File: src/common/cct_pkg.sv
// Package of register map, field positions and types for the compare timer.
package cct_pkg;
    localparam logic [15:0] TIMER_CONTROL_ADDR = 16'hFFB6;
    localparam logic [15:0] TIMER_CONTROL_STATUS_ADDR = 16'hFFB7;
    localparam logic [15:0] COUNTER_HIGH_BYTE_ADDR = 16'hFFB8;
    localparam logic [15:0] COUNTER_LOW_BYTE_ADDR = 16'hFFB9;
    localparam logic [15:0] COMPARE_HIGH_BYTE_ADDR = 16'hFFBA;
    localparam logic [15:0] COMPARE_LOW_BYTE_ADDR = 16'hFFBB;
    localparam logic [15:0] IRQ_REQUEST_REG_TWO_ADDR = 16'hFFBC;
    localparam logic [15:0] IRQ_ENABLE_REG_TWO_ADDR = 16'hFFBD;
    localparam logic [7:0] TIMER_CONTROL_RST = 8'h00;
    localparam logic [7:0] TIMER_CONTROL_STATUS_RST = 8'h00;
    localparam logic [7:0] COUNTER_RST = 8'h00;
    localparam logic [7:0] COMPARE_RST = 8'hFF;
    localparam logic [7:0] IRQ_RST = 8'h00;
    localparam logic [7:0] READ_UNMAPPED = 8'h00;
    // Timer control fields.
    localparam int TC_UPPER_LEVEL = 7;
    localparam int TC_UPPER_SEL_TOP = 6;
    localparam int TC_LOWER_LEVEL = 3;
    localparam int TC_LOWER_SEL_TOP = 2;
    // Control/status fields.
    localparam int ST_UPPER_OVF = 7;
    localparam int ST_UPPER_CMP = 6;
    localparam int ST_UPPER_OVF_IE = 5;
    localparam int ST_UPPER_CLR = 4;
    localparam int ST_LOWER_OVF = 3;
    localparam int ST_LOWER_CMP = 2;
    localparam int ST_LOWER_OVF_IE = 1;
    localparam int ST_LOWER_CLR = 0;
    // Interrupt request and enable fields.
    localparam int IRQ_UPPER = 1;
    localparam int IRQ_LOWER = 0;
    localparam logic [7:0] FLAG_MASK = 8'hCC;
    // Prescaler: divide by 32 is the largest tap.
    localparam int PRESCALE_BITS = 5;
    typedef struct packed {
        logic ovf;
        logic cmp;
    } cct_event_t;
endpackage : cct_pkg

File: src/core/cct_timer.sv
// Cascadable 16-bit compare timer with two 8-bit halves and Avalon-MM slave.
//
// The Avalon-MM interface to the registers was decided locally.
`timescale 1ns/100ps
module cct_timer (
    input wire logic clk,
    input wire logic rstn,
    input wire logic [15:0] avs_address,
    input wire logic avs_read,
    input wire logic avs_write,
    input wire logic [7:0] avs_writedata,
    output logic [7:0] avs_readdata,
    output logic avs_waitrequest,
    input wire logic event_input_pin,
    input wire logic event_rising,
    output logic upper_toggle_pin,
    output logic lower_toggle_pin,
    output logic irq
);
    logic [7:0] timer_control_r;
    logic [7:0] status_r;
    logic [7:0] counter_high_byte_r;
    logic [7:0] counter_low_byte_r;
    logic [7:0] compare_high_byte_r;
    logic [7:0] compare_low_byte_r;
    logic [1:0] irq_request_reg_two_r;
    logic [1:0] irq_enable_reg_two_r;
    logic [7:0] temp_r;
    logic [7:0] flag_seen_r;
    localparam int PRESCALE_DIV_W = cct_pkg::PRESCALE_BITS;
    localparam logic [7:0] IRQ_RST = cct_pkg::IRQ_RST;
    typedef cct_pkg::cct_event_t cct_event_t_alias;
    logic [PRESCALE_DIV_W-1:0] pre_r;
    logic [2:0] evt_sync_r;
    logic pending_r;
    logic wr_r;
    logic rd_r;
    logic [15:0] addr_r;
    logic [7:0] wdata_r;

    logic sixteen;
    logic [PRESCALE_DIV_W-1:0] pre_nxt;
    logic tick_lo;
    logic tick_hi;
    logic lo_wrap;
    logic hi_wrap;
    logic lo_match;
    logic hi_match;
    logic full_match;
    logic lo_clr;
    logic hi_clr;
    logic evt_edge;
    cct_event_t_alias ev_hi;
    cct_event_t_alias ev_lo;
    logic wr_ir;
    logic wr_ie;
    logic rd_ch_now;
    logic rd_ph_now;

    assign sixteen = ~timer_control_r[cct_pkg::TC_UPPER_SEL_TOP];
    assign pre_nxt = pre_r + 5'h01;

    // Rate select: a prescaler bit rising marks one tick of that rate.
    function automatic logic rate_tick(input logic [1:0] sel,
                                       input logic [4:0] now,
                                       input logic [4:0] nxt);
        logic [2:0] b;
        b = 3'h0;
        unique case (sel)
            2'b00: begin
                b = 3'h4;
            end
            2'b01: begin
                b = 3'h3;
            end
            2'b10: begin
                b = 3'h1;
            end
            2'b11: begin
                b = 3'h0;
            end
        endcase
        rate_tick = nxt[b] & ~now[b];
    endfunction : rate_tick

    // The event input is synchronised; only the second stage onward is read.
    always_comb begin
        if (event_rising) begin
            evt_edge = evt_sync_r[1] & ~evt_sync_r[2];
        end else begin
            evt_edge = ~evt_sync_r[1] & evt_sync_r[2];
        end
    end

    always_comb begin
        if (timer_control_r[cct_pkg::TC_LOWER_SEL_TOP]) begin
            tick_lo = rate_tick(timer_control_r[1:0], pre_r, pre_nxt);
        end else begin
            tick_lo = evt_edge;
        end
    end

    assign lo_match = counter_low_byte_r == compare_low_byte_r;
    assign hi_match = counter_high_byte_r == compare_high_byte_r;
    assign full_match = lo_match & hi_match;
    // With its clear bit set, a matched counter is cleared on the next count instead of stepping.
    assign lo_clr = sixteen ? (full_match & status_r[cct_pkg::ST_UPPER_CLR])
                            : (lo_match & status_r[cct_pkg::ST_LOWER_CLR]);
    assign hi_clr = sixteen ? (full_match & status_r[cct_pkg::ST_UPPER_CLR])
                            : (hi_match & status_r[cct_pkg::ST_UPPER_CLR]);
    assign lo_wrap = tick_lo & ~lo_clr & (counter_low_byte_r == 8'hFF);
    always_comb begin
        if (sixteen) begin
            tick_hi = tick_lo & (lo_clr | (counter_low_byte_r == 8'hFF));
        end else begin
            tick_hi = rate_tick(timer_control_r[5:4], pre_r, pre_nxt);
        end
    end
    assign hi_wrap = tick_hi & ~hi_clr & (counter_high_byte_r == 8'hFF);
    // Events are taken on the count edge so that a held match fires once.
    assign ev_hi.ovf = hi_wrap;
    assign ev_hi.cmp = tick_hi & (sixteen ? full_match : hi_match);
    assign ev_lo.ovf = lo_wrap & ~sixteen;
    assign ev_lo.cmp = tick_lo & lo_match & ~sixteen;

    // The prescaler runs free, so the first tick after a select change
    // may come up to one period early.
    always_ff @(posedge clk or negedge rstn) begin
        if (!rstn) begin
            pre_r <= '0;
            evt_sync_r <= 3'h0;
        end else begin
            pre_r <= pre_nxt;
            evt_sync_r <= {evt_sync_r[1:0], event_input_pin};
        end
    end

    // Bus slave: each request is latched, answered one cycle later.
    logic take;
    logic wr_ctl;
    logic wr_st;
    logic wr_ch;
    logic wr_cl;
    logic wr_ph;
    logic wr_pl;
    logic rd_st;
    assign take = (avs_read | avs_write) & ~pending_r;
    assign wr_ctl = wr_r & (addr_r == cct_pkg::TIMER_CONTROL_ADDR);
    assign wr_st = wr_r & (addr_r == cct_pkg::TIMER_CONTROL_STATUS_ADDR);
    assign wr_ch = wr_r & (addr_r == cct_pkg::COUNTER_HIGH_BYTE_ADDR);
    assign wr_cl = wr_r & (addr_r == cct_pkg::COUNTER_LOW_BYTE_ADDR);
    assign wr_ph = wr_r & (addr_r == cct_pkg::COMPARE_HIGH_BYTE_ADDR);
    assign wr_pl = wr_r & (addr_r == cct_pkg::COMPARE_LOW_BYTE_ADDR);
    assign rd_st = rd_r & (addr_r == cct_pkg::TIMER_CONTROL_STATUS_ADDR);
    assign wr_ir = wr_r & (addr_r == cct_pkg::IRQ_REQUEST_REG_TWO_ADDR);
    assign wr_ie = wr_r & (addr_r == cct_pkg::IRQ_ENABLE_REG_TWO_ADDR);
    // In 16-bit mode the high byte read parks the low byte in the taking cycle, so the
    // pair read back is one coherent sample of the counter.
    assign rd_ch_now = take & avs_read &
                       (avs_address == cct_pkg::COUNTER_HIGH_BYTE_ADDR);
    assign rd_ph_now = take & avs_read &
                       (avs_address == cct_pkg::COMPARE_HIGH_BYTE_ADDR);

    always_ff @(posedge clk or negedge rstn) begin
        if (!rstn) begin
            pending_r <= 1'b0;
            wr_r <= 1'b0;
            rd_r <= 1'b0;
            addr_r <= '0;
            wdata_r <= '0;
            avs_waitrequest <= 1'b1;
        end else begin
            pending_r <= take;
            wr_r <= take & avs_write;
            rd_r <= take & avs_read;
            avs_waitrequest <= ~take;
            if (take) begin
                addr_r <= avs_address;
                wdata_r <= avs_writedata;
            end
        end
    end

    // Read data; the high byte read in 16-bit mode parks the low byte.
    always_ff @(posedge clk or negedge rstn) begin
        if (!rstn) begin
            avs_readdata <= cct_pkg::READ_UNMAPPED;
        end else if (take & avs_read) begin
            unique case (avs_address)
                cct_pkg::TIMER_CONTROL_STATUS_ADDR: begin
                    avs_readdata <= status_r;
                end
                cct_pkg::COUNTER_HIGH_BYTE_ADDR: begin
                    avs_readdata <= counter_high_byte_r;
                end
                cct_pkg::COUNTER_LOW_BYTE_ADDR: begin
                    avs_readdata <= sixteen ? temp_r : counter_low_byte_r;
                end
                cct_pkg::COMPARE_HIGH_BYTE_ADDR: begin
                    avs_readdata <= compare_high_byte_r;
                end
                cct_pkg::COMPARE_LOW_BYTE_ADDR: begin
                    avs_readdata <= sixteen ? temp_r : compare_low_byte_r;
                end
                cct_pkg::IRQ_REQUEST_REG_TWO_ADDR: begin
                    avs_readdata <= {6'h00, irq_request_reg_two_r};
                end
                cct_pkg::IRQ_ENABLE_REG_TWO_ADDR: begin
                    avs_readdata <= {6'h00, irq_enable_reg_two_r};
                end
                default: begin
                    avs_readdata <= cct_pkg::READ_UNMAPPED;
                end
            endcase
        end
    end

    // Temporary byte: high write parks, low write commits both halves.
    always_ff @(posedge clk or negedge rstn) begin
        if (!rstn) begin
            temp_r <= 8'h00;
        end else if (sixteen) begin
            if (wr_ch | wr_ph) begin
                temp_r <= wdata_r;
            end else if (rd_ch_now) begin
                temp_r <= counter_low_byte_r;
            end else if (rd_ph_now) begin
                temp_r <= compare_low_byte_r;
            end
        end
    end

    // Timer control is write-only; software keeps its own copy of it.
    always_ff @(posedge clk or negedge rstn) begin
        if (!rstn) begin
            timer_control_r <= cct_pkg::TIMER_CONTROL_RST;
        end else if (wr_ctl) begin
            timer_control_r <= wdata_r;
        end
    end

    always_ff @(posedge clk or negedge rstn) begin
        if (!rstn) begin
            compare_high_byte_r <= cct_pkg::COMPARE_RST;
            compare_low_byte_r <= cct_pkg::COMPARE_RST;
        end else if (sixteen) begin
            if (wr_pl) begin
                compare_high_byte_r <= temp_r;
                compare_low_byte_r <= wdata_r;
            end
        end else begin
            if (wr_ph) begin
                compare_high_byte_r <= wdata_r;
            end
            if (wr_pl) begin
                compare_low_byte_r <= wdata_r;
            end
        end
    end

    // Counters; a software write beats a count in the same cycle.
    always_ff @(posedge clk or negedge rstn) begin
        if (!rstn) begin
            counter_low_byte_r <= cct_pkg::COUNTER_RST;
        end else if (wr_cl) begin
            counter_low_byte_r <= wdata_r;
        end else if (tick_lo) begin
            counter_low_byte_r <= lo_clr ? 8'h00
                                         : counter_low_byte_r + 8'h01;
        end
    end

    // In 16-bit mode only the low byte write commits, so a lone high byte
    // write just parks its value.
    always_ff @(posedge clk or negedge rstn) begin
        if (!rstn) begin
            counter_high_byte_r <= cct_pkg::COUNTER_RST;
        end else if (sixteen & wr_cl) begin
            counter_high_byte_r <= temp_r;
        end else if (~sixteen & wr_ch) begin
            counter_high_byte_r <= wdata_r;
        end else if (tick_hi) begin
            counter_high_byte_r <= hi_clr ? 8'h00
                                          : counter_high_byte_r + 8'h01;
        end
    end

    // Flags: a flag read as one may be cleared by writing zero; a hardware
    // set in the same cycle wins over that clear.
    logic [7:0] hw_set;
    logic [7:0] sw_clr;
    assign hw_set = {ev_hi.ovf, ev_hi.cmp, 2'b00,
                     ev_lo.ovf, ev_lo.cmp, 2'b00};
    assign sw_clr = wr_st ? (flag_seen_r & ~wdata_r & cct_pkg::FLAG_MASK)
                          : 8'h00;
    always_ff @(posedge clk or negedge rstn) begin
        if (!rstn) begin
            status_r <= cct_pkg::TIMER_CONTROL_STATUS_RST;
            flag_seen_r <= 8'h00;
        end else begin
            if (wr_st) begin
                status_r <= ((status_r & ~sw_clr) & cct_pkg::FLAG_MASK) |
                            (wdata_r & ~cct_pkg::FLAG_MASK) | hw_set;
                flag_seen_r <= 8'h00;
            end else begin
                status_r <= status_r | hw_set;
                if (rd_st) flag_seen_r <= status_r & cct_pkg::FLAG_MASK;
            end
        end
    end

    // Request bits are sticky; writing one clears, a new event wins.
    logic req_hi;
    logic req_lo;
    assign req_hi = (ev_hi.ovf & status_r[cct_pkg::ST_UPPER_OVF_IE]) |
                    ev_hi.cmp;
    assign req_lo = (ev_lo.ovf & status_r[cct_pkg::ST_LOWER_OVF_IE]) |
                    ev_lo.cmp;
    always_ff @(posedge clk or negedge rstn) begin
        if (!rstn) begin
            irq_request_reg_two_r <= IRQ_RST[1:0];
            irq_enable_reg_two_r <= IRQ_RST[1:0];
        end else begin
            irq_request_reg_two_r <= (irq_request_reg_two_r &
                ~(wr_ir ? wdata_r[1:0] : 2'b00)) | {req_hi, req_lo};
            if (wr_ie) begin
                irq_enable_reg_two_r <= wdata_r[1:0];
            end
        end
    end

    // The interrupt output is registered, so it trails a request by a cycle.
    always_ff @(posedge clk or negedge rstn) begin
        if (!rstn) begin
            irq <= 1'b0;
        end else begin
            irq <= |(irq_request_reg_two_r & irq_enable_reg_two_r);
        end
    end

    // Pins: a level write sets the pin; a compare event inverts the pin of its half, and in 16-bit mode only the upper pin toggles.
    always_ff @(posedge clk or negedge rstn) begin
        if (!rstn) begin
            upper_toggle_pin <= 1'b0;
            lower_toggle_pin <= 1'b0;
        end else if (wr_ctl) begin
            upper_toggle_pin <= wdata_r[cct_pkg::TC_UPPER_LEVEL];
            lower_toggle_pin <= wdata_r[cct_pkg::TC_LOWER_LEVEL];
        end else begin
            if (ev_hi.cmp) begin
                upper_toggle_pin <= ~upper_toggle_pin;
            end
            if (ev_lo.cmp) begin
                lower_toggle_pin <= ~lower_toggle_pin;
            end
        end
    end
endmodule : cct_timer

File: config.mk
export PLATFORM = sky130hd
export DESIGN_NAME = cct_timer
export DESIGN_NICKNAME = d
export VERILOG_FILES = /design/src/common/cct_pkg.sv /design/src/core/cct_timer.sv
export SDC_FILE = /design/constraint.sdc
export NUM_CORES = 1
export LEC_CHECK = 0
export ABC_AREA = 1
export BUFFER_PORTS_ARGS = -buffer_cell sky130_fd_sc_hd__buf_2
export CORE_ASPECT_RATIO = 0.7
export CORE_MARGIN = 3
export CORE_UTILIZATION = 66
export CTS_CLUSTER_DIAMETER = 150
export DETAILED_ROUTE_END_ITERATION = 7
export HOLD_SLACK_MARGIN = 0.02
export PLACE_DENSITY_LB_ADDON = 0.2
export REMOVE_ABC_BUFFERS = 1
export SLEW_MARGIN = 20
export SYNTH_ARGS = -nofsm -noshare
export SYNTH_HDL_FRONTEND = slang
export SYNTH_SLANG_ARGS = --single-unit
export TNS_END_PERCENT = 20
File: constraint.sdc
create_clock -name clk -period 5.6 [get_ports clk]
set_clock_uncertainty 0.15 [all_clocks]
set_input_delay 1.12 -clock clk [delete_from_list [all_inputs] [get_ports clk]]
set_output_delay 1.12 -clock clk [all_outputs]
set_load 0.01 [all_outputs]
==> impl_summary.txt <==
----------------------------------------------------
[Setup path]
  Critical path class ... in2reg
  Capturing element type of the critical path ... flop
  Max stage delay cell, worst path ... sky130_fd_sc_hd__a21oi_4
  CP Data Arrival Time ... approximately 3.6 ns
  Delay of the slowest critical-path stage ... 0.68 ns
  Required arrival time at the worst endpoint ... 5.70 ns
  Cell breakdown of the critical path ... buf_2 -> inv_2 -> a21oi_4 -> inv_2 -> nor2_4 -> nand3_4 -> a31oi_4 -> inv_4 -> nand2_1 -> nand2_1
  Maximum net fanout on the critical path ... 41
  Startpoint type of the worst setup path ... input port

[STA]
  Maximum clock frequency ... 284 MHz
  Number of failing hold endpoints at the final stage ... 0
  Ratio of final minimum period to clock period ... a little over three fifths
  Tightest slew margin relative to the limit ... 36.0%
  Minimum period implied by the final worst setup slack ... 3.53 ns
  Pins Over Slew Limit ... 0
  Fin Setup TNS ... 0 ns
  Total of endpoints with negative setup slack in the final report ... 0
  Minimum setup slack in the final design ... 2.07 ns
  Unrepaired setup endpoints after global routing ... no
  Pin slew with the least headroom to its limit ... 0.955 ns

[Drt]
  Final wirelength ... 18700 um
  Count of vias placed by the detailed router ... 6056
  Number of DRC markers in iteration 0 ... 1081
  Via density per instance ... just over 6
  Total DRC errors in the routed layout ... 0
  Drt wl/cell ... roughly 19 um
  Initial DRT Pass Iterations ... 6
  Antenna-violating nets left ... 0

[Synth]
  Cell with the most instances after synthesis ... sky130_fd_sc_hd__nand2_1
  Largest cells by area after synthesis ... sky130_fd_sc_hd__dfrtp_1 37%, sky130_fd_sc_hd__nand2_1 18%, sky130_fd_sc_hd__dfstp_2 7.1%
  Post-synthesis register bit count ... 109
  Leading register cell type out of synthesis ... sky130_fd_sc_hd__dfrtp_1
  Cell type contributing the most total cell area after synthesis ... sky130_fd_sc_hd__dfrtp_1
  Fraction of registers with async set or reset after synthesis ... 100%
  Synth Warn # ... 0
  Fraction of the yosys area taken by sequential cells ... a little over two fifths
  Post-synth EDFFs ... 0
  Post-Syn Instances ... 839
  Area fraction of the dominant cell type after synthesis ... 36.8%
  Average size of a mapped cell ... 7.47 sq um
  Post-synthesis instance area ... 6260 sq um
  Number of distinct standard cells referenced by the synthesized netlist ... 52
  Most instantiated cells after synthesis ... 294 x sky130_fd_sc_hd__nand2_1, 92 x sky130_fd_sc_hd__dfrtp_1, 88 x sky130_fd_sc_hd__inv_1

[Cells and area]
  Number of nets at the end of the flow ... 906
  # fillers ... roughly 720
  Fraction of layout cells with a size suffix above 1 ... 12.8%
  Synthesis-to-layout area growth ... 8.75%
  Area taken by multi-input logic gates ... 3010 sq um
  Post-layout instance area ... 6810 sq um
  Count of placed standard cells in the final layout, fillers left out ... 998
  Seq. cell area ... 2750 sq um
  Number of antenna cells inserted ... 0

[Clocking]
  Clock root buffer master ... sky130_fd_sc_hd__clkbuf_16
  Clock latency of the later-clocked register in the worst-skew pair ... 0.35 ns
  CTS Sinks ... 109
  Clock Pin Slew Worst Setup and Hold Paths ... ~0.07 ns
  H-tree depth ... 3
  TritonCTS clock tree ... yes
  Inserted Clock Buffers ... 9
  Setup fix buffers added after clock tree synthesis ... 0
  Post-cts gate resize count ... 0
  Longest Clk Path Bufs ... 2
  Hold-fix buffers at CTS ... 0

[Outcome]
  Result of the run ... completed

[Power]
  Leakage ... 3.28 nW
  Power Density ... 277 nW/um^2
  Total power draw ... 0.00188 W
  Worst voltage drop across the vdd grid ... 173 uV

[Global route]
  Maximum number of pins on one net before global-route repair ... approximately 70
  Number of global-route vias before repair ... 5497
  Antenna violations before repair ... 0
  Remaining Overflow, GRT ... 0
  First-pass GRT wire length ... 29300 um
  All-Layer GR Usage ... 36.3%

[Floorplanning]
  Placeable core region ... ~9000 sq um
  DIE WIDTH ... 122 um
  Initial Utilization ... 68.5%
  Number of cell rows ... 29
  Area of the die ... 10700 sq um
  Die height ... between 80 and 90 um
  Number of placed I/O pins ... 42

[Worst hold path]
  Class of the most critical hold timing path ... reg2reg

[Placement]
  Pre-CTS setup slack ... 1.78 ns
  Gpl congestion ... approximately 0.98
  Input/output buffers ... 41
  Placed instance count ... 982
  Placement-stage cell area ... ~6500 sq um
  Post-detailed-placement half-perimeter wirelength ... 13600 um

[Run]
  Count of max-cap constraint violations ... 0

----------------------------------------------------
[report_power, final]
part | internal (W) | switching (W) | leakage [nW]
clock | 0.000354 | 0.000309 | 0.145
sequential | 0.000850 | 0.0000657 | 1.31
combinational | 0.0000894 | 0.000215 | 1.83
[cells in the final DEF (no fill, tap or decap), types with 9 or more instances in the layout]
master and n:
sky130_fd_sc_hd__nor2_1 25, sky130_fd_sc_hd__inv_2 11, sky130_fd_sc_hd__o21ai_0 86, sky130_fd_sc_hd__o21ai_1 19, sky130_fd_sc_hd__dfstp_2 17, sky130_fd_sc_hd__a21oi_1 19, sky130_fd_sc_hd__xnor2_1 9, sky130_fd_sc_hd__buf_2 40
sky130_fd_sc_hd__clkbuf_16 9, sky130_fd_sc_hd__nand2_1 294, sky130_fd_sc_hd__nand4_1 13, sky130_fd_sc_hd__xor2_1 10, sky130_fd_sc_hd__nor3_1 15, sky130_fd_sc_hd__dfrtp_1 92, sky130_fd_sc_hd__nand3_1 51, sky130_fd_sc_hd__inv_1 87
[sequential cells by signal, summed over array words and instances (netlist names), 2 cells and up]
name and count:
counter_high_byte_r 8, temp_r 8, avs_readdata 8, timer_control_r 6, addr_r 16, wdata_r 8, evt_sync_r 3, irq_request_reg_two_r 2
irq_enable_reg_two_r 2, counter_low_byte_r 8, flag_seen_r 4, compare_low_byte_r 8, status_r 8, pre_r 5, compare_high_byte_r 8
[final timing paths]
check / startpoint / endpoint / slack [ns] / depth (start not counted)
setup / recovery: avs_read / temp_r[5] / 2.07 / 10
hold / removal: evt_sync_r[0] / evt_sync_r[1] / 0.21 / 0
setup reg to reg: timer_control_r[6] / counter_low_byte_r[7] / 2.31 / 6
hold reg to reg: evt_sync_r[0] / evt_sync_r[1] / 0.21 / 0
max in group asynchronous: rstn / avs_waitrequest / 3.48 / 2
min in group asynchronous: rstn / pre_r[4] / 0.76 / 1
[kinds of logic (layout without fill, tap and decap cells)]
logic type | Yosys count | after routing | share of synthesized area, %
flops | 109 | 109 | 43.9
compound gates | 152 | 152 | 13.9
fa+ha+maj | 7 | 7 | 1.40
xor+xnor | 19 | 19 | 2.66
buf+inv | 123 | 158 | 8.11
simple gates | 428 | 428 | 29.9
mux | 1 | 1 | 0.160
[critical path: cells and delay by family]
family	cells	cell delay, ns
AOI/OAI and AO/OA	2	1.09
and+or+nand+nor	4	0.89
buffers and inverters	4	0.50
[metal layers]
layer  share of wire, %  vias up  global-route usage (%)
met3                 12       46                    8.64
met1                 43     2824                    54.3
li1                   -     2785                       -
met5                  0        -                    2.23
met4                2.3        0                    8.03
met2                 42      401                    53.8
[stage by stage]
| stage | utilization (%) | hold slack [ns] |
|---|---|---|
| after floorplan | - | 0.181 |
| after global placement | 71.1 | 0.183 |
| after detailed placement | 71.1 | 0.193 |
| after CTS | 74.5 | 0.211 |
| after global routing | 74.5 | 0.215 |
| final | 74.5 | 0.208 |
[area by class of cell]
type                       count  area share, %
clock buffer                   9           3.31
multi-input combinational    607           44.1
timing repair buffer          42           3.16
sequential                   109           40.4
inverter                     100           5.55
tap                          124           2.28
clock inverter                 7           1.21
Power figures use the tool's default switching activity.
